File: src/scr_pkg.sv
// Package for the first system control register block
package scr_pkg;
    // ************************************************
    // Register map
    // ************************************************
    localparam logic [7:0] ADDR_VOLTAGE_SELECT = 8'h00;
    localparam logic [7:0] ADDR_SYSTEM_CONTROL_ONE = 8'h01;
    localparam int BIT_RUN = 7;
    localparam int BIT_SCALE_AUTH = 6;
    localparam int SLEW_MSB = 5;
    localparam int SLEW_LSB = 3;
    localparam int BIT_OV_RETRY = 2;
    localparam int BIT_OC_HICCUP = 1;
    localparam int BIT_LIGHT_MODE = 0;
    localparam int BIT_FB_SELECT = 7;
    localparam logic [7:0] RESET_SYSTEM_CONTROL_ONE = 8'ha6;
    localparam logic [7:0] RESET_VOLTAGE_SELECT = 8'h9e;
    // ************************************************
    // Timing
    // ************************************************
    localparam int CLK_PERIOD_NS = 50;
    localparam int HICCUP_OFF_US = 100;
    localparam int HICCUP_OFF_CYCLES = (HICCUP_OFF_US * 1000) / CLK_PERIOD_NS;
    localparam logic [11:0] SLEW_BASE_CYCLES = 12'h010;

    typedef struct packed {
        logic run;
        logic scale_auth;
        logic [2:0] slew;
        logic ov_retry;
        logic oc_hiccup;
        logic light_mode;
    } scr_ctrl_type;

    typedef struct packed {
        logic fb_select;
        logic [6:0] ref_code;
    } scr_vsel_type;

    typedef enum logic [1:0] {
        SCR_RUN = 2'b00,
        SCR_HICCUP = 2'b01,
        SCR_LATCHED = 2'b11
    } scr_prot_type;
endpackage

File: src/scr_system_control.sv
// First system control register with scaling, mode and protection logic
`timescale 1ns/1ns
module scr_system_control (
    input wire logic clk_sys,
    input wire logic rst,
    input wire logic enable_pin,
    input wire logic wr_en,
    input wire logic rd_en,
    input wire logic [7:0] addr,
    input wire logic [7:0] wr_data,
    output logic [7:0] rd_data,
    input wire logic overvoltage,
    input wire logic overcurrent,
    input wire logic undervoltage,
    output logic high_side_switch,
    output logic low_side_switch,
    output logic forced_pwm,
    output logic feedback_from_divider,
    output logic [6:0] output_voltage,
    output logic bus_active
);
    // ************************************************
    // Pin synchronisers
    // ************************************************
    logic [2:0] pin_s1_q;
    logic [2:0] pin_s2_q;
    logic en_s1_q;
    logic en_s2_q;
    logic en_on;
    logic ov_in;
    logic oc_in;
    logic uv_in;

    always_ff @(posedge clk_sys) begin
        if (rst) begin
            pin_s1_q <= 3'h0;
            pin_s2_q <= 3'h0;
            en_s1_q <= 1'b0;
            en_s2_q <= 1'b0;
        end else begin
            pin_s1_q <= {overvoltage, overcurrent, undervoltage};
            pin_s2_q <= pin_s1_q;
            en_s1_q <= enable_pin;
            en_s2_q <= en_s1_q;
        end
    end

    assign en_on = en_s2_q;
    assign ov_in = pin_s2_q[2];
    assign oc_in = pin_s2_q[1];
    assign uv_in = pin_s2_q[0];

    // ************************************************
    // Registers and ramp
    // ************************************************
    scr_pkg::scr_ctrl_type ctrl_q, ctrl_d;
    scr_pkg::scr_vsel_type vsel_q, vsel_d;
    logic [6:0] ramp_q, ramp_d;
    logic [11:0] step_cnt_q, step_cnt_d;
    logic [11:0] step_len;
    logic [7:0] rd_data_d;
    logic ramping;

    assign step_len = scr_pkg::SLEW_BASE_CYCLES << ctrl_q.slew;
    assign ramping = ctrl_q.scale_auth && !vsel_q.fb_select && (ramp_q != vsel_q.ref_code);

    always_comb begin
        ctrl_d = ctrl_q;
        vsel_d = vsel_q;
        ramp_d = ramp_q;
        step_cnt_d = step_cnt_q;
        rd_data_d = 8'h00;
        if (!en_on) begin
            ctrl_d = scr_pkg::RESET_SYSTEM_CONTROL_ONE;
            vsel_d = scr_pkg::RESET_VOLTAGE_SELECT;
            ramp_d = scr_pkg::RESET_VOLTAGE_SELECT[6:0];
            step_cnt_d = 12'h000;
        end else begin
            if (ramping) begin
                if (step_cnt_q >= step_len) begin
                    step_cnt_d = 12'h001;
                    ramp_d = (ramp_q < vsel_q.ref_code) ? ramp_q + 7'h01 : ramp_q - 7'h01;
                end else begin
                    step_cnt_d = step_cnt_q + 12'h001;
                end
            end else if (ctrl_q.scale_auth && !vsel_q.fb_select && step_cnt_q != 12'h000) begin
                ctrl_d.scale_auth = 1'b0;
                step_cnt_d = 12'h000;
            end
            if (vsel_q.fb_select) begin
                ramp_d = vsel_q.ref_code;
            end
            if (wr_en && addr == scr_pkg::ADDR_SYSTEM_CONTROL_ONE) begin
                ctrl_d = wr_data;
            end
            if (wr_en && addr == scr_pkg::ADDR_VOLTAGE_SELECT && ctrl_q.scale_auth) begin
                vsel_d = wr_data;
                step_cnt_d = 12'h001;
            end
            if (rd_en) begin
                unique case (addr)
                    scr_pkg::ADDR_VOLTAGE_SELECT: rd_data_d = vsel_q;
                    scr_pkg::ADDR_SYSTEM_CONTROL_ONE: rd_data_d = ctrl_q;
                    default: rd_data_d = 8'h00;
                endcase
            end
        end
    end

    always_ff @(posedge clk_sys) begin
        if (rst) begin
            ctrl_q <= scr_pkg::RESET_SYSTEM_CONTROL_ONE;
            vsel_q <= scr_pkg::RESET_VOLTAGE_SELECT;
            ramp_q <= scr_pkg::RESET_VOLTAGE_SELECT[6:0];
            step_cnt_q <= 12'h000;
            rd_data <= 8'h00;
        end else begin
            ctrl_q <= ctrl_d;
            vsel_q <= vsel_d;
            ramp_q <= ramp_d;
            step_cnt_q <= step_cnt_d;
            rd_data <= rd_data_d;
        end
    end

    // ************************************************
    // Protection
    // ************************************************
    scr_pkg::scr_prot_type prot_q, prot_d;
    logic [16:0] hic_cnt_q, hic_cnt_d;
    logic ov_stop;

    always_comb begin
        prot_d = prot_q;
        hic_cnt_d = hic_cnt_q;
        unique case (prot_q)
            scr_pkg::SCR_RUN: begin
                if (ov_in && !ctrl_q.ov_retry) begin
                    prot_d = scr_pkg::SCR_LATCHED;
                end else if (oc_in && uv_in) begin
                    hic_cnt_d = 17'h00000;
                    prot_d = ctrl_q.oc_hiccup ? scr_pkg::SCR_HICCUP
                                              : scr_pkg::SCR_LATCHED;
                end
            end
            scr_pkg::SCR_HICCUP: begin
                if (hic_cnt_q == 17'(scr_pkg::HICCUP_OFF_CYCLES - 1)) begin
                    prot_d = scr_pkg::SCR_RUN;
                end else begin
                    hic_cnt_d = hic_cnt_q + 17'h00001;
                end
            end
            scr_pkg::SCR_LATCHED: prot_d = scr_pkg::SCR_LATCHED;
            default: prot_d = scr_pkg::SCR_RUN;
        endcase
        if (!en_on) begin
            prot_d = scr_pkg::SCR_RUN;
            hic_cnt_d = 17'h00000;
        end
    end

    always_ff @(posedge clk_sys) begin
        if (rst) begin
            prot_q <= scr_pkg::SCR_RUN;
            hic_cnt_q <= 17'h00000;
        end else begin
            prot_q <= prot_d;
            hic_cnt_q <= hic_cnt_d;
        end
    end

    assign ov_stop = ov_in && ctrl_q.ov_retry;

    // ************************************************
    // Outputs
    // ************************************************
    logic switch_on;
    assign switch_on = en_on && ctrl_q.run && prot_q == scr_pkg::SCR_RUN && !ov_stop;
    assign high_side_switch = switch_on;
    assign low_side_switch = switch_on;
    assign forced_pwm = ctrl_q.scale_auth || ctrl_q.light_mode;
    assign feedback_from_divider = vsel_q.fb_select;
    assign output_voltage = ramp_q;
    assign bus_active = en_on;
endmodule

File: config.mk
export PLATFORM = sky130hd
export DESIGN_NAME = scr_system_control
export DESIGN_NICKNAME = d
export VERILOG_FILES = /design/src/scr_pkg.sv /design/src/scr_system_control.sv
export SDC_FILE = /design/constraint.sdc
export NUM_CORES = 1
export LEC_CHECK = 0
export ABC_AREA = 1
export BUFFER_PORTS_ARGS = -buffer_cell sky130_fd_sc_hd__buf_2
export CORE_MARGIN = 8
export CORE_UTILIZATION = 63
export DETAILED_ROUTE_END_ITERATION = 8
export PLACE_DENSITY = 0.87
export RECOVER_POWER = 25
export SYNTH_ARGS = -nofsm -noshare
export SYNTH_HDL_FRONTEND = slang
export SYNTH_SLANG_ARGS = --single-unit
export TNS_END_PERCENT = 20
File: constraint.sdc
create_clock -name clk_sys -period 7.2 [get_ports clk_sys]
set_input_delay 0 -clock clk_sys [delete_from_list [all_inputs] [get_ports clk_sys]]
set_output_delay 0 -clock clk_sys [all_outputs]
set_load 0.02 [all_outputs]
Yosys cells after proc, flatten, opt, wreduce, memory -nomap -nowiden
Cells that the tools add are included. W data, S select, Z words.

Bits in registers: 70. Output and inout bits: 20. Logic and storage cells: 91.

Add/subtract/negate cells: 4. $lt $le $gt $ge: 2. Equality and inequality tests: 11. Shift-type cells: 1. Muxes and demuxes: 21. Bitwise logic cells: 2. Reductions and logical operators: 32.

Operator list (count): $mux W17 (3); $mux W12 (3); $mux W7 (5); $pmux W17 S2 (1); $add A17 B1 Y17 const B (1); $eq A17 B11 Y1 const B (1); $pmux W8 S2 (1); $add A12 B1 Y12 const B (1); $ge A12 B12 Y1 (1); $logic_and A1 B1 Y1 (12); $reduce_bool A12 Y1 (1); $shl A5 B3 Y12 const A (1); $reduce_bool A2 Y1 (5); $eq A8 B1 Y1 const B (1); $logic_not A8 Y1 (1); $mux W2 (4); $ne A2 B2 Y1 const B (4); $add A7 B1 Y7 const B (1); $lt A7 B7 Y1 (1); $ne A7 B7 Y1 (1); $sub A7 B1 Y7 const B (1); $pmux W2 S3 (1); $reduce_and A2 Y1 (3); $reduce_or A3 Y1 (2); 12 further kinds (17).

Longest topological paths before layout
Gate-level depths: netlist (run 1).

Word-level depth: 6. Depth in mapped cells: 18.

Least setup slack after synthesis (run 1)
No wires, ideal clock.

Path kind: register -> register. Start point: register ramp_q[6] (netlist: output_voltage[6]). End point: register ramp_q[5] (netlist: output_voltage[5]). Data arrival time: 2.438 ns. Setup slack: 4.629 ns. Stages on the path, launching flop included: 16. Buffers on the path: 0. Clock period less this slack: 2.571 ns. Cell sequence: dfxtp_1 -> ha_1 -> nand2_1 -> inv_1 -> a21oi_1 -> nand2_1 -> ha_1 -> a21oi_1 -> nand2_1 -> nand2_1 -> nand2_1 -> or2_2 -> nand3_1 -> nand2_1 -> nand2_1 -> a21oi_1.

Longest elaborated chain between the ends: 5. Elaborated cells between the ends (all ways): 9. Those cells by class: 1 x order compare; 1 x eq/ne; 4 x mux; 3 x reduce/logical.

Ends and longest elaborated chain: start: declaration (line scr_system_control.sv:58) `logic [6:0] ramp_q, ramp_d;`; start signal: assignment (line scr_system_control.sv:114) `ramp_q <= scr_pkg::RESET_VOLTAGE_SELECT[6:0];`; start signal: assignment (line scr_system_control.sv:120) `ramp_q <= ramp_d;`; $lt A7 B7 Y1 (line scr_system_control.sv:82) `ramp_d = (ramp_q < vsel_q.ref_code) ? ramp_q + 7'h01 : ramp_q - 7'h01;`; $mux W7 (line scr_system_control.sv:82); $mux W7 (line scr_system_control.sv:80) `if (step_cnt_q >= step_len) begin`; $mux W7 (line scr_system_control.sv:79) `if (ramping) begin`; $mux W7 (line scr_system_control.sv:90) `if (vsel_q.fb_select) begin`.

Parallel ways exist; a longest one is shown, timed or not. The select of a mux whose other input is x is not followed. A chain may end at the register's enable or synchronous reset.

Worst setup path in the final report (run 1)
Start point: register vsel_q[6] (netlist name). End point: register ramp_q[5] (netlist: output_voltage[5]).

Longest elaborated chain between the ends: 5. Elaborated cells between the ends (all ways): 9. Those cells by class: 1 x order compare; 1 x eq/ne; 4 x mux; 3 x reduce/logical.

Ends and longest elaborated chain: start: declaration (line scr_system_control.sv:57) `scr_pkg::scr_vsel_type vsel_q, vsel_d;`; start signal: assignment (line scr_system_control.sv:113) `vsel_q <= scr_pkg::RESET_VOLTAGE_SELECT;`; start signal: assignment (line scr_system_control.sv:119) `vsel_q <= vsel_d;`; $lt A7 B7 Y1 (line scr_system_control.sv:82); $mux W7 (line scr_system_control.sv:82); $mux W7 (line scr_system_control.sv:80); $mux W7 (line scr_system_control.sv:79); $mux W7 (line scr_system_control.sv:90).

Parallel ways exist; a longest one is shown, timed or not. The select of a mux whose other input is x is not followed.

==> out/qor.tcl, run 1 <==
set qor(cts.path.max_buffers) 2
set qor(floorplan.initialDensity) 0.6430
set qor(reg2regPathDepth) 16
set qor(postRouteWirelength_um) 10200
set qor(cp_cell_sequence) {inv_1 -> ha_1 -> nand2_1 -> inv_1 -> a21oi_1 -> nand2_1 -> ha_1 -> a21oi_1 -> nand2_1 -> nand2_1 -> nand2_1 -> or2_2 -> nand3_1 -> nand2_1 -> nand2_1 -> a21oi_1}
set qor(fin_nets) 686
set qor(number_of_antenna_violations_at_the_first_check_in_global_routing) 0
set qor(tightest_slew_ns) 0.7905
set qor(p_leak_nw) 1.909
set qor(insertion_delay_ns) 0.35
set qor(clock_edge_transition_at_the_registers_on_the_reported_setup_and_hold_paths_ns) 0.07
set qor(setup-violations-final) 0
set qor(final_replace_weighted_congestion) 0.9513
set qor(worst_path_max_delay_cell) {sky130_fd_sc_hd__ha_1}
set qor(critical-path-top-cell-by-count) {sky130_fd_sc_hd__nand2_1}
set qor(die_area_um2) 9225
set qor(dr_total_vias) 3958
set qor(finClkSkew_ns) 0.008414
set qor(first_pass_iters) 5
set qor(worst-endpoint-required_ns) 7.40
set qor(synth.cell_area_um2) 4036
set qor(die_width_um) 96.05
set qor(number_of_global_route_vias_before_repair) 3845
set qor(portBuffers) 43
set qor(p_per_area_nw_per_um2) 165.5
set qor(largest_net_degree_at_the_start_of_global_routing) 24
set qor(vias_per_cell) 5.520
set qor(clock.fmax_mhz) 366.4
set qor(core-area_um2) 6277
set qor(postSynthRegisterBits) 70
set qor(fin_crit_sh) 0.3791
set qor(insertedDiodeCount) 0
set qor(synth-seq-area-share) 0.3472
set qor(p_total_mw) 0.7674
set qor(total_half_perimeter_wirelength_after_legalization_and_detailed_placement_um) 7060
set qor(layout_min_cycle_time_ns) 2.729
set qor(cts_tree) {yes}
set qor(crit_path_start_kind) {register}
set qor(yosys_warnings) 0
set qor(layout.cells.most_common) {sky130_fd_sc_hd__nand2_1}
set qor(timing.critical_path.arrival_ns) 2.93
set qor(final_layout_size_suffix_gt1_frac) 0.1000
set qor(cts_buffers) 9
set qor(hold_path_class) {in -> reg}
set qor(synthesis.nets) 626
set qor(worst-setup-path-type) {reg -> reg}
set qor(worstSetupEndpointType) {register}
set qor(unrepaired_setup_endpoints_after_global_routing) {false}
set qor(peakVddDrop_v) 0.0001426
set qor(layout.core_utilization) 0.7385
set qor(avgRoutedWirePerCell_um) 14.22
set qor(floorplan.rows) 29
set qor(maxSlewHeadroom) 0.4724
set qor(clock-root-buffer) {sky130_fd_sc_hd__clkbuf_8}
set qor(gr-total-overflow) 0
set qor(die_h_um) 96.05
set qor(postSynthCellCount) 575
set qor(drv_cap) 0
set qor(min_delay_path_depth) 4
set qor(cp_max_fo) 8
set qor(outcome) {finished clean}
set qor(drt_drc_violations_left) 0
set qor(synth_cell_type_count) 38
set qor(htree_levels) 3
set qor(detail-route-antenna-nets) 0
set qor(first_iteration_detailed_routing_drc_count) 259
set qor(grtUsageTotal) 0.2343
set qor(report.final.slew_viol_count) 0
set qor(slowest_delay_ns) 0.41
set qor(floorplan.io_pins) 44
set qor(grt_pass1_wl_um) 16990
set qor(fillCellCount) 496
set qor(final_hold_violation_count) 0
set qor(totalNegativeSetupSlack_ns) 0
set qor(area_growth_syn_to_layout_pct) 14.85
set qor(cts_num_sinks) 70
set qor(mostFrequentLayoutCells) {sky130_fd_sc_hd__nand2_1 (142), sky130_fd_sc_hd__dfxtp_1 (70), sky130_fd_sc_hd__inv_1 (64), sky130_fd_sc_hd__a21oi_1 (56), sky130_fd_sc_hd__nor2_1 (56)}
set qor(postSynthAreaPerCell_um2) 7.020
[final timing paths]
kind | from | end | slack, ns
max | vsel_q[6] | output_voltage[5] | 4.47
min | addr[0] | rd_data[6] | 0.007
max reg2reg | vsel_q[6] | output_voltage[5] | 4.47
min reg2reg | pin_s1_q[2] | pin_s2_q[2] | 0.40
[sequential cells by signal (all words and copies together), names as in the netlist]
signal	count
output_voltage	7
bus_active	1
vsel_q	7
pin_s2_q	3
pin_s1_q	3
prot_q	2
feedback_from_divider	1
hic_cnt_q	17
rd_data	8
en_s1_q	1
ctrl_q	8
step_cnt_q	12
[final cells by class]
class / instances / area, um^2 / area share
sequential: 70 / 1401 / 0.3023
tap: 77 / 96.34 / 0.02078
clock inverter: 4 / 70.07 / 0.01511
multi-input combinational: 422 / 2281 / 0.4920
timing repair buffer: 62 / 379.1 / 0.08178
inverter: 70 / 262.8 / 0.05668
clock buffer: 12 / 145.1 / 0.03131
[cell usage after synthesis (all sizes together)]
cell,count,area share
xor2,12,0.026
xnor2,4,0.0087
fa,1,0.0050
nand3b,1,0.0019
nor4,2,0.0031
clkbuf,5,0.0047
a22oi,1,0.0019
a21oi,57,0.072
buf,8,0.018
a21o,2,0.0037
ha,26,0.081
nor2,56,0.052
dfxtp,70,0.35
nand2,147,0.14
nand4,11,0.017
inv,69,0.064
or2,4,0.0062
a31oi,2,0.0031
clkinv,1,0.00093
nor3b,3,0.0084
nand3,56,0.076
o21a,1,0.0019
o21ai,17,0.021
o211ai,11,0.020
nor3,8,0.015
[repair_timing]
| item | in CTS | in global routing |
|---|---|---|
| endpoints found under the hold margin | 23 | 0 |
| hold buffers | 17 | 0 |
| gates resized for setup | 0 | 0 |
| setup buffers | 0 | 0 |
[where the power goes]
part,switching (mW),internal (mW)
clock network,0.147,0.204
logic,0.0137,0.0132
registers,0.000836,0.389
[worst max-delay path: cells and delay by family, from the launching register on]
family	cells	cell delay (ns)
AO/OA/AOI/OAI	3	0.43
flip-flops	1	0.37
buffers and inverters	2	0.11
adder cells (fa/ha/maj)	2	0.70
AND/OR/NAND/NOR	9	0.98
[per-layer routing]
layer / routed length (um) / vias up / part of all wire / track usage
met5: 0 / - / 0 / 0
met4: 182 / 0 / 0.018 / 0.1012
met3: 929 / 14 / 0.091 / 0.05694
met2: 4811 / 169 / 0.47 / 0.3893
met1: 4275 / 1768 / 0.42 / 0.2814
li1: - / 2007 / - / -
[metrics by stage]
step / hold slack, ns / instances / setup WS, ns / cell area (um^2)
finish: 0.007495 / 717 / 4.471 / 4636
global route: 0.008379 / 717 / 4.182 / 4636
CTS: 0.0003510 / 717 / 4.482 / 4657
detailed placement: 0.2096 / 684 / 4.501 / 4272
global placement: 0.1994 / 684 / 4.599 / 4272
floorplan: 0.1070 / 575 / 4.629 / 4036
[logic make-up (layout without fill, tap and decap cells)]
| logic type | count (synthesis) | after routing | synth area share |
|---|---|---|---|
| buffers and inverters | 83 | 148 | 0.08772 |
| flip-flops | 70 | 70 | 0.3472 |
| AO/OA/AOI/OAI | 91 | 91 | 0.1237 |
| AND/OR/NAND/NOR | 288 | 288 | 0.3211 |
| adder cells (fa/ha/maj) | 27 | 27 | 0.08555 |
| XOR/XNOR | 16 | 16 | 0.03472 |
Power figures use the tool's default switching activity.
==> run 2, diff against run 1 <==
- ABC_AREA: 1 -> 0
- CORE_UTILIZATION: 63 -> 52
- PLACE_DENSITY: 0.87 -> 0.77
- clock period: 7.2 -> 2.22 ns (I/O delays scaled with it)
==> run 2 against run 1 <==
  * The flow now finishes with violations (negative setup slack)
  * Total power rose to 3.0 times the previous value
  * Die area rose by 7.8%
  * Fmax is 2.8% higher
  * Via count shrank 9.7%
  * Core utilization is 3.0 points lower
  * Critical path type unchanged
  * Largest cell class unchanged
  * Highest routed layer unchanged
==> out/qor.tcl, run 2 <==
set qor(grt_pass1_wl_um) 16820 ;# -0.97%
set qor(detail-route-antenna-nets) 0 ;# unchanged
set qor(ys_async_sr_fraction) 0 ;# unchanged
set qor(synthFlopType) {sky130_fd_sc_hd__dfxtp_1}
set qor(clock-root-buffer) {sky130_fd_sc_hd__clkbuf_8}
set qor(synth_largest_type_area_fraction) 0.3846 ;# +0.03744
set qor(floorplan.rows) 30 ;# +3.4%
set qor(power.switching_mw) 0.6137 ;# +280%
set qor(fillCellCount) 514 ;# +3.6%
set qor(cts.path.max_buffers) 2 ;# unchanged
set qor(totalNegativeSetupSlack_ns) -2.316 ;# -2.316 ns
set qor(hold_path_class) {in -> reg}
set qor(dr_total_vias) 3573 ;# -9.7%
set qor(first_pass_iters) 5 ;# unchanged
set qor(cell_internal_pwr_mw) 1.727 ;# +180%
set qor(worst-setup-path-type) {reg -> reg}
set qor(area_growth_syn_to_layout_pct) 32.04
set qor(power.combinational.fraction) 0.035 ;# about the same
set qor(insertedDiodeCount) 0 ;# unchanged
set qor(power.sequential.fraction) 0.537 ;# +0.029
set qor(unrepaired_setup_endpoints_after_global_routing) {true}
set qor(cts_num_sinks) 70 ;# unchanged
set qor(floorplan.io_pins) 44 ;# unchanged
set qor(highest_metal_layer_with_signal_wires) {met4}
set qor(hold_path.startpoint) {rd_en}
set qor(clock.fmax_mhz) 376.6 ;# +2.8%
set qor(synthTopCellsByCount) {sky130_fd_sc_hd__dfxtp_1 (70), sky130_fd_sc_hd__nand2_1 (48), sky130_fd_sc_hd__nor2_1 (45), sky130_fd_sc_hd__ha_1 (26), sky130_fd_sc_hd__a21oi_1 (24)}
set qor(number_of_global_route_vias_before_repair) 3627 ;# -5.7%
set qor(gr-total-overflow) 0 ;# unchanged
set qor(setup-violations-final) 13 ;# +13
set qor(first_iteration_detailed_routing_drc_count) 121 ;# -53%
set qor(number_of_antenna_violations_at_the_first_check_in_global_routing) 0 ;# unchanged
set qor(cp-startpoint) {vsel_q[4]}
set qor(timing.critical_path.arrival_ns) 2.91 ;# -0.02 ns
set qor(avgRoutedWirePerCell_um) 15.88 ;# +12%
set qor(postSynthRegisterBits) 70 ;# unchanged
set qor(peakVddDrop_v) 0.0003838 ;# +170%
set qor(die_area_um2) 9941 ;# +7.8%
set qor(whs_ns) 0.1117 ;# +0.1042 ns
set qor(drt_drc_violations_left) 0 ;# unchanged
set qor(finish.instance_area_um2) 4811 ;# +3.8%
set qor(p_total_mw) 2.340 ;# +200%
set qor(maxSlewHeadroom) 0.5642 ;# +0.09177
set qor(violations_in_the_final_reports) {negative setup slack}
set qor(synth_cell_type_count) 48 ;# +26%
set qor(synth-seq-area-share) 0.3846 ;# +0.03744
set qor(p_per_area_nw_per_um2) 486.5 ;# +190%
set qor(final_hold_violation_count) 0 ;# unchanged
set qor(postSynthAreaPerCell_um2) 8.473 ;# +21%
set qor(largest_register) {hic_cnt_q}
set qor(cp_max_fo) 2 ;# -6
set qor(die_width_um) 99.71 ;# +3.8%
set qor(layout.cells.most_common) {sky130_fd_sc_hd__dfxtp_1}
set qor(regArea_um2) 1425 ;# +1.7%
set qor(htree_levels) 3 ;# unchanged
set qor(synthesis.nets) 481 ;# -23%
set qor(grtUsageTotal) 0.2081 ;# -0.02625
set qor(yosys-top-cells-area) {sky130_fd_sc_hd__dfxtp_1 (38%), sky130_fd_sc_hd__ha_1 (8.9%), sky130_fd_sc_hd__nand2_1 (4.9%), sky130_fd_sc_hd__nor2_1 (4.6%), sky130_fd_sc_hd__xor2_1 (4.3%)}
set qor(tightest_slew_ns) 0.6513 ;# -0.1392 ns
set qor(met3_length_um) 543 ;# -42%
set qor(clock_power_share) 0.427 ;# -0.030
set qor(portBuffers) 43 ;# unchanged
set qor(floorplan.initialDensity) 0.5363 ;# -0.1067
set qor(postRouteWirelength_um) 10040 ;# -1.6%
set qor(area_of_the_multi_input_gates_um2) 2317 ;# +1.6%
set qor(yosysMostFrequentCell) {sky130_fd_sc_hd__dfxtp_1}
set qor(instances_no_fill) 632 ;# -12%
set qor(fin_nets) 582 ;# -15%
set qor(yosys_warnings) 0 ;# unchanged
set qor(post-synth-top-area-cell) {sky130_fd_sc_hd__dfxtp_1}
set qor(largest_net_degree_at_the_start_of_global_routing) 17 ;# -29%
set qor(final_layout_size_suffix_gt1_frac) 0.2705 ;# +0.1705
set qor(placed_cell_area_um2) 4337 ;# +1.5%
set qor(synth.cell_area_um2) 3643 ;# -9.7%
set qor(clock_edge_transition_at_the_registers_on_the_reported_setup_and_hold_paths_ns) 0.09 ;# +0.02 ns
set qor(outcome) {finished with violations}
set qor(layout_min_cycle_time_ns) 2.655 ;# -0.07445 ns
set qor(met2_wirelength_um) 5062 ;# +5.2%
set qor(timing.final.ws_setup_ns) -0.4350 ;# -4.906 ns
set qor(worst-endpoint-required_ns) 2.47 ;# -4.93 ns
set qor(total_half_perimeter_wirelength_after_legalization_and_detailed_placement_um) 6888 ;# -2.4%
set qor(cts_tree) {yes}
set qor(largest_register_ffs) 17 ;# unchanged
set qor(p_leak_nw) 1.946 ;# +1.9%
set qor(die_h_um) 99.71 ;# +3.8%
set qor(worstSetupEndpointType) {register}
set qor(rr_startpoint) {vsel_q[4]}
set qor(insertion_delay_ns) 0.36 ;# about the same
set qor(finClkSkew_ns) 0.01179 ;# +0.003379 ns
set qor(crit_path_start_kind) {register}
set qor(core-area_um2) 6794 ;# +8.2%
set qor(mostFrequentLayoutCells) {sky130_fd_sc_hd__dfxtp_1 (59), sky130_fd_sc_hd__nand2_1 (47), sky130_fd_sc_hd__nor2_1 (43), sky130_fd_sc_hd__buf_4 (41), sky130_fd_sc_hd__buf_2 (30)}
set qor(post-place-cells) 596 ;# -13%
set qor(met1_length_um) 4153 ;# -2.9%
set qor(sw_frac_of_total) 0.2622 ;# +0.05192
set qor(synth-edff-count) 0 ;# unchanged
set qor(final_replace_weighted_congestion) 0.8479 ;# -11%
set qor(postSynthCellCount) 430 ;# -25%
set qor(fin_crit_sh) 1.196 ;# +0.8169
set qor(drv_cap) 0 ;# unchanged
set qor(largestRegisters) {hic_cnt_q: 17 flops, step_cnt_q: 12 flops}
set qor(cts_buffers) 9 ;# unchanged
set qor(report.final.slew_viol_count) 0 ;# unchanged
set qor(vias_per_cell) 5.653 ;# +2.4%
run 2: cell types whose count changed after synthesis, moves of 8 or more:
cell / delta
sky130_fd_sc_hd__inv_1: -47
sky130_fd_sc_hd__o211ai_1: -11
sky130_fd_sc_hd__and3_1: +8
sky130_fd_sc_hd__a21oi_1: -32
sky130_fd_sc_hd__nand3_1: -30
sky130_fd_sc_hd__nor2b_1: +11
sky130_fd_sc_hd__nor2_1: -11
sky130_fd_sc_hd__nand2_1: -94
run 2: metal layers:
metal  vias to the layer above  global-route usage
met5                         -                   0
met4                         0              0.1176
met3                        28             0.04260
met2                       136              0.3530
met1                      1680              0.2372
li1                       1729                   -
run 2: cell families (layout without fill, tap and decap cells):
logic type,after synthesis,after routing,share of synthesized area
multiplexers,8,8,0.02232
AO/OA/AOI/OAI,79,79,0.1377
AND/OR/NAND/NOR,192,192,0.2710
XOR/XNOR,24,24,0.05769
buffers and inverters,30,136,0.03194
flip-flops,70,70,0.3846
adder cells (fa/ha/maj),27,27,0.09478
run 2: power by group through the flow:
| stage | Combinational, mW | Clock [mW] | Sequential (mW) |
|---|---|---|---|
| 2_1_floorplan | 0.0215 | 0 | 1.29 |
| 3_3_place_gp | 0.0548 | 0 | 1.29 |
| 3_5_place_dp | 0.0559 | 0 | 1.29 |
| 4_1_cts | 0.0788 | 1.00 | 1.26 |
| 5_1_grt | 0.0888 | 1.06 | 1.26 |
| 6_report | 0.0826 | 1.00 | 1.26 |
run 2: worst paths after layout:
path	end	slack (ns)	depth (start not counted)
setup / recovery	output_voltage[4]	-0.44	13
hold / removal	rd_data[3]	0.11	3
setup reg to reg	output_voltage[4]	-0.44	13
hold reg to reg	pin_s2_q[0]	0.44	1
run 2: final cells by class:
class | count | share of cell area
multi-input cells | 330 | 0.4817
flip-flops and latches | 70 | 0.2962
repair buffers | 103 | 0.1454
clock buffers | 9 | 0.02575
well taps | 96 | 0.02497
inverters | 17 | 0.01326
clock inverters | 7 | 0.01274
run 2: what timing repair did:
action / 4_1_cts / 5_1_grt
endpoints found under the hold margin: 24 / 0
setup buffers: 2 / 1
hold buffers: 17 / 0
setup endpoints to repair: 19 / 24
resized for setup: 16 / 18
pin swaps: 16 / 8
run 2: through the flow:
stage          utilization  worst slack [ns]
2_1_floorplan            -           -0.4517
3_3_place_gp        0.6383           -0.4592
3_5_place_dp        0.6383           -0.4960
4_1_cts             0.6991           -0.4963
5_1_grt             0.7081           -0.6152
6_report            0.7081           -0.4350
run 2: worst max-delay path, cell delays in order, from the launching register on:
cell	delay [ns]
sky130_fd_sc_hd__dfxtp_2	0.34
sky130_fd_sc_hd__inv_2	0.05
sky130_fd_sc_hd__ha_4	0.23
sky130_fd_sc_hd__a211oi_2	0.19
sky130_fd_sc_hd__nor2_1	0.08
sky130_fd_sc_hd__or3_4	0.35
sky130_fd_sc_hd__fa_2	0.36
sky130_fd_sc_hd__buf_4	0.16
sky130_fd_sc_hd__a21oi_1	0.11
sky130_fd_sc_hd__nor2_1	0.05
sky130_fd_sc_hd__nor2_1	0.12
sky130_fd_sc_hd__xor2_1	0.22
sky130_fd_sc_hd__o221ai_1	0.13
sky130_fd_sc_hd__a21o_1	0.16
==> run 3, diff against run 2 <==
- SKIP_CTS_REPAIR_TIMING: not set -> 1
- SKIP_LAST_GASP: not set -> 1
- TNS_END_PERCENT: 20 -> 1
==> run 3 against run 2 <==
  * The flow still finishes with violations (negative setup slack)
  * Final cell count stayed put
  * Sequential power hardly changed
  * First-iteration DRC count is 36% higher
  * Worst hold slack better by 0.0095 ns
==> out/qor.tcl, run 3 (synthesis results as in run 2) <==
set qor(outcome) {finished with violations}
set qor(violations_in_the_final_reports) {negative setup slack}
set qor(core-area_um2) 6794 ;# unchanged
set qor(gr-total-overflow) 0 ;# unchanged
set qor(detail-route-antenna-nets) 0 ;# unchanged
set qor(largest_register) {hic_cnt_q}
set qor(timing.final.ws_setup_ns) -0.5158 ;# -0.08074 ns
set qor(peakVddDrop_v) 0.0004453 ;# +16%
set qor(pre_cts_ws_ns) -0.5515 ;# -0.05548 ns
set qor(p_total_mw) 2.351 ;# +0.46%
set qor(finClkSkew_ns) 0.01974 ;# +0.007944 ns
set qor(worstSetupEndpointType) {register}
set qor(worst-r2r-setup-slack_ns) -0.52 ;# -0.08 ns
set qor(cp_cell_sequence) {inv_2 -> ha_4 -> a211oi_2 -> nor2_1 -> or3_4 -> buf_4 -> ha_1 -> o21ai_1 -> o21bai_1 -> a21oi_2 -> xor2_1 -> or3_1 -> a31oi_1}
set qor(p_per_area_nw_per_um2) 500.0 ;# +2.8%
set qor(cts_tree) {yes}
set qor(vias_per_cell) 5.598 ;# -0.98%
set qor(total_half_perimeter_wirelength_after_legalization_and_detailed_placement_um) 6873 ;# -0.22%
set qor(floorplan.initialDensity) 0.5363 ;# unchanged
set qor(unrepaired_setup_endpoints_after_global_routing) {true}
set qor(hold_path_class) {in -> reg}
set qor(cts.path.max_buffers) 2 ;# unchanged
set qor(number_of_antenna_violations_at_the_first_check_in_global_routing) 0 ;# unchanged
set qor(layout.cells.most_common) {sky130_fd_sc_hd__dfxtp_1}
set qor(cp_max_fo) 4 ;# +2
set qor(number_of_global_route_vias_before_repair) 3357 ;# -7.4%
set qor(die_area_um2) 9941 ;# unchanged
set qor(layout.core_utilization) 0.6921 ;# -0.01602
set qor(report.final.slew_viol_count) 0 ;# unchanged
set qor(portBuffers) 43 ;# unchanged
set qor(worst-setup-path-type) {reg -> reg}
set qor(maxSlewHeadroom) 0.5808 ;# +0.01658
set qor(postRouteWirelength_um) 9959 ;# -0.78%
set qor(insertion_delay_ns) 0.36 ;# about the same
set qor(p_leak_nw) 1.904 ;# -2.2%
set qor(die_width_um) 99.71 ;# unchanged
set qor(slowest_delay_ns) 0.36 ;# about the same
set qor(avgRoutedWirePerCell_um) 15.76 ;# -0.78%
set qor(layout_min_cycle_time_ns) 2.736 ;# +0.08074 ns
set qor(first_iteration_detailed_routing_drc_count) 165 ;# +36%
set qor(grt_pass1_wl_um) 15000 ;# -11%
set qor(critical_path.top_delay_family) {simple AND/OR/NAND/NOR gates}
set qor(largestRegisters) {hic_cnt_q: 17 flops, step_cnt_q: 12 flops}
set qor(cts_buffers) 9 ;# unchanged
set qor(cts_num_sinks) 70 ;# unchanged
set qor(finish.instance_area_um2) 4702 ;# -2.3%
set qor(post-place-cells) 598 ;# +0.34%
set qor(worst-endpoint-required_ns) 2.50 ;# +0.03 ns
set qor(first_pass_iters) 4 ;# -1
set qor(grtUsageTotal) 0.1870 ;# -0.02107
set qor(final_replace_weighted_congestion) 0.8605 ;# +1.5%
set qor(insertedDiodeCount) 0 ;# unchanged
set qor(worst_path_max_delay_cell) {sky130_fd_sc_hd__or3_4}
set qor(floorplan.rows) 30 ;# unchanged
set qor(instances_no_fill) 632 ;# unchanged
set qor(clock-root-buffer) {sky130_fd_sc_hd__clkbuf_8}
set qor(drt_drc_violations_left) 0 ;# unchanged
set qor(clock.fmax_mhz) 365.5 ;# -3.0%
set qor(die_h_um) 99.71 ;# unchanged
set qor(floorplan.io_pins) 44 ;# unchanged
set qor(largest_register_ffs) 17 ;# unchanged
set qor(timing.critical_path.arrival_ns) 3.01 ;# +0.10 ns
set qor(final_hold_violation_count) 0 ;# unchanged
set qor(clock_edge_transition_at_the_registers_on_the_reported_setup_and_hold_paths_ns) 0.10 ;# about the same
set qor(final_layout_size_suffix_gt1_frac) 0.2407 ;# -0.02985
set qor(fin_nets) 582 ;# unchanged
set qor(drv_cap) 0 ;# unchanged
set qor(largest_net_degree_at_the_start_of_global_routing) 18 ;# +1
set qor(crit_path_start_kind) {register}
set qor(setup-violations-final) 19 ;# +6
set qor(area_growth_syn_to_layout_pct) 29.05
set qor(mostFrequentLayoutCells) {sky130_fd_sc_hd__dfxtp_1 (60), sky130_fd_sc_hd__nand2_1 (48), sky130_fd_sc_hd__nor2_1 (45), sky130_fd_sc_hd__buf_4 (42), sky130_fd_sc_hd__buf_2 (30)}
set qor(tightest_slew_ns) 0.6231 ;# -0.02820 ns
set qor(htree_levels) 3 ;# unchanged
set qor(critPathBufInv) 2 ;# unchanged
set qor(placed_cell_area_um2) 4328 ;# -0.20%
set qor(dr_total_vias) 3538 ;# -0.98%
set qor(fin_crit_sh) 1.232 ;# +0.03637
-- run 3: cell count changes in the layout (fill, tap and decap cells not counted), moves of 3 or more --
cell / change
sky130_fd_sc_hd__o21ai_0: +6
sky130_fd_sc_hd__nor3b_1: +3
sky130_fd_sc_hd__o21ai_1: -5
sky130_fd_sc_hd__inv_1: -3
sky130_fd_sc_hd__inv_2: +3
sky130_fd_sc_hd__nor3b_2: -3
-- run 3: report_power, final --
group          internal, mW  switching [mW]  total, mW
Sequential             1.26         0.00309       1.26
Clock                 0.429           0.581       1.01
Combinational        0.0433          0.0369     0.0802
Total                  1.73           0.621       2.35
-- run 3: metrics by stage --
stage               setup TNS (ns)  hold WS [ns]
finish                      -6.061        0.1212
global route                -8.183        0.1406
CTS                         -5.896       -0.1597
detailed placement          -5.436        0.2238
global placement            -3.265        0.2144
floorplan                   -2.653       0.07161
-- run 3: worst paths after layout --
kind,startpoint,endpoint,cells after the start
worst min register to register,pin_s1_q[0],pin_s2_q[0],1
worst min-delay path,rd_en,rd_data[1],3
worst max-delay path,vsel_q[4],output_voltage[6],13
worst max register to register,vsel_q[4],output_voltage[6],13
-- run 3: layer usage --
layer	wire length, um	global-route usage	part of all wire	vias to the layer above
li1	-	-	-	1718
met1	4199	0.2244	0.42	1669
met2	4866	0.3063	0.49	121
met3	566	0.03352	0.057	30
met4	326	0.1071	0.033	0
met5	0	0	0	-
-- run 3: cell type report --
class	count	area (um^2)
flip-flops and latches	70	1421
multi-input cells	330	2216
inverters	17	63.81
repair buffers	103	695.7
well taps	96	120.1
clock inverters	7	61.31
clock buffers	9	123.9
fillers	515	2092
-- run 3: tightest hold or removal path, stage by stage --
cell                      delay, ns
sky130_fd_sc_hd__buf_2         0.11
sky130_fd_sc_hd__nand2_1       0.23
sky130_fd_sc_hd__nor2_1        0.10
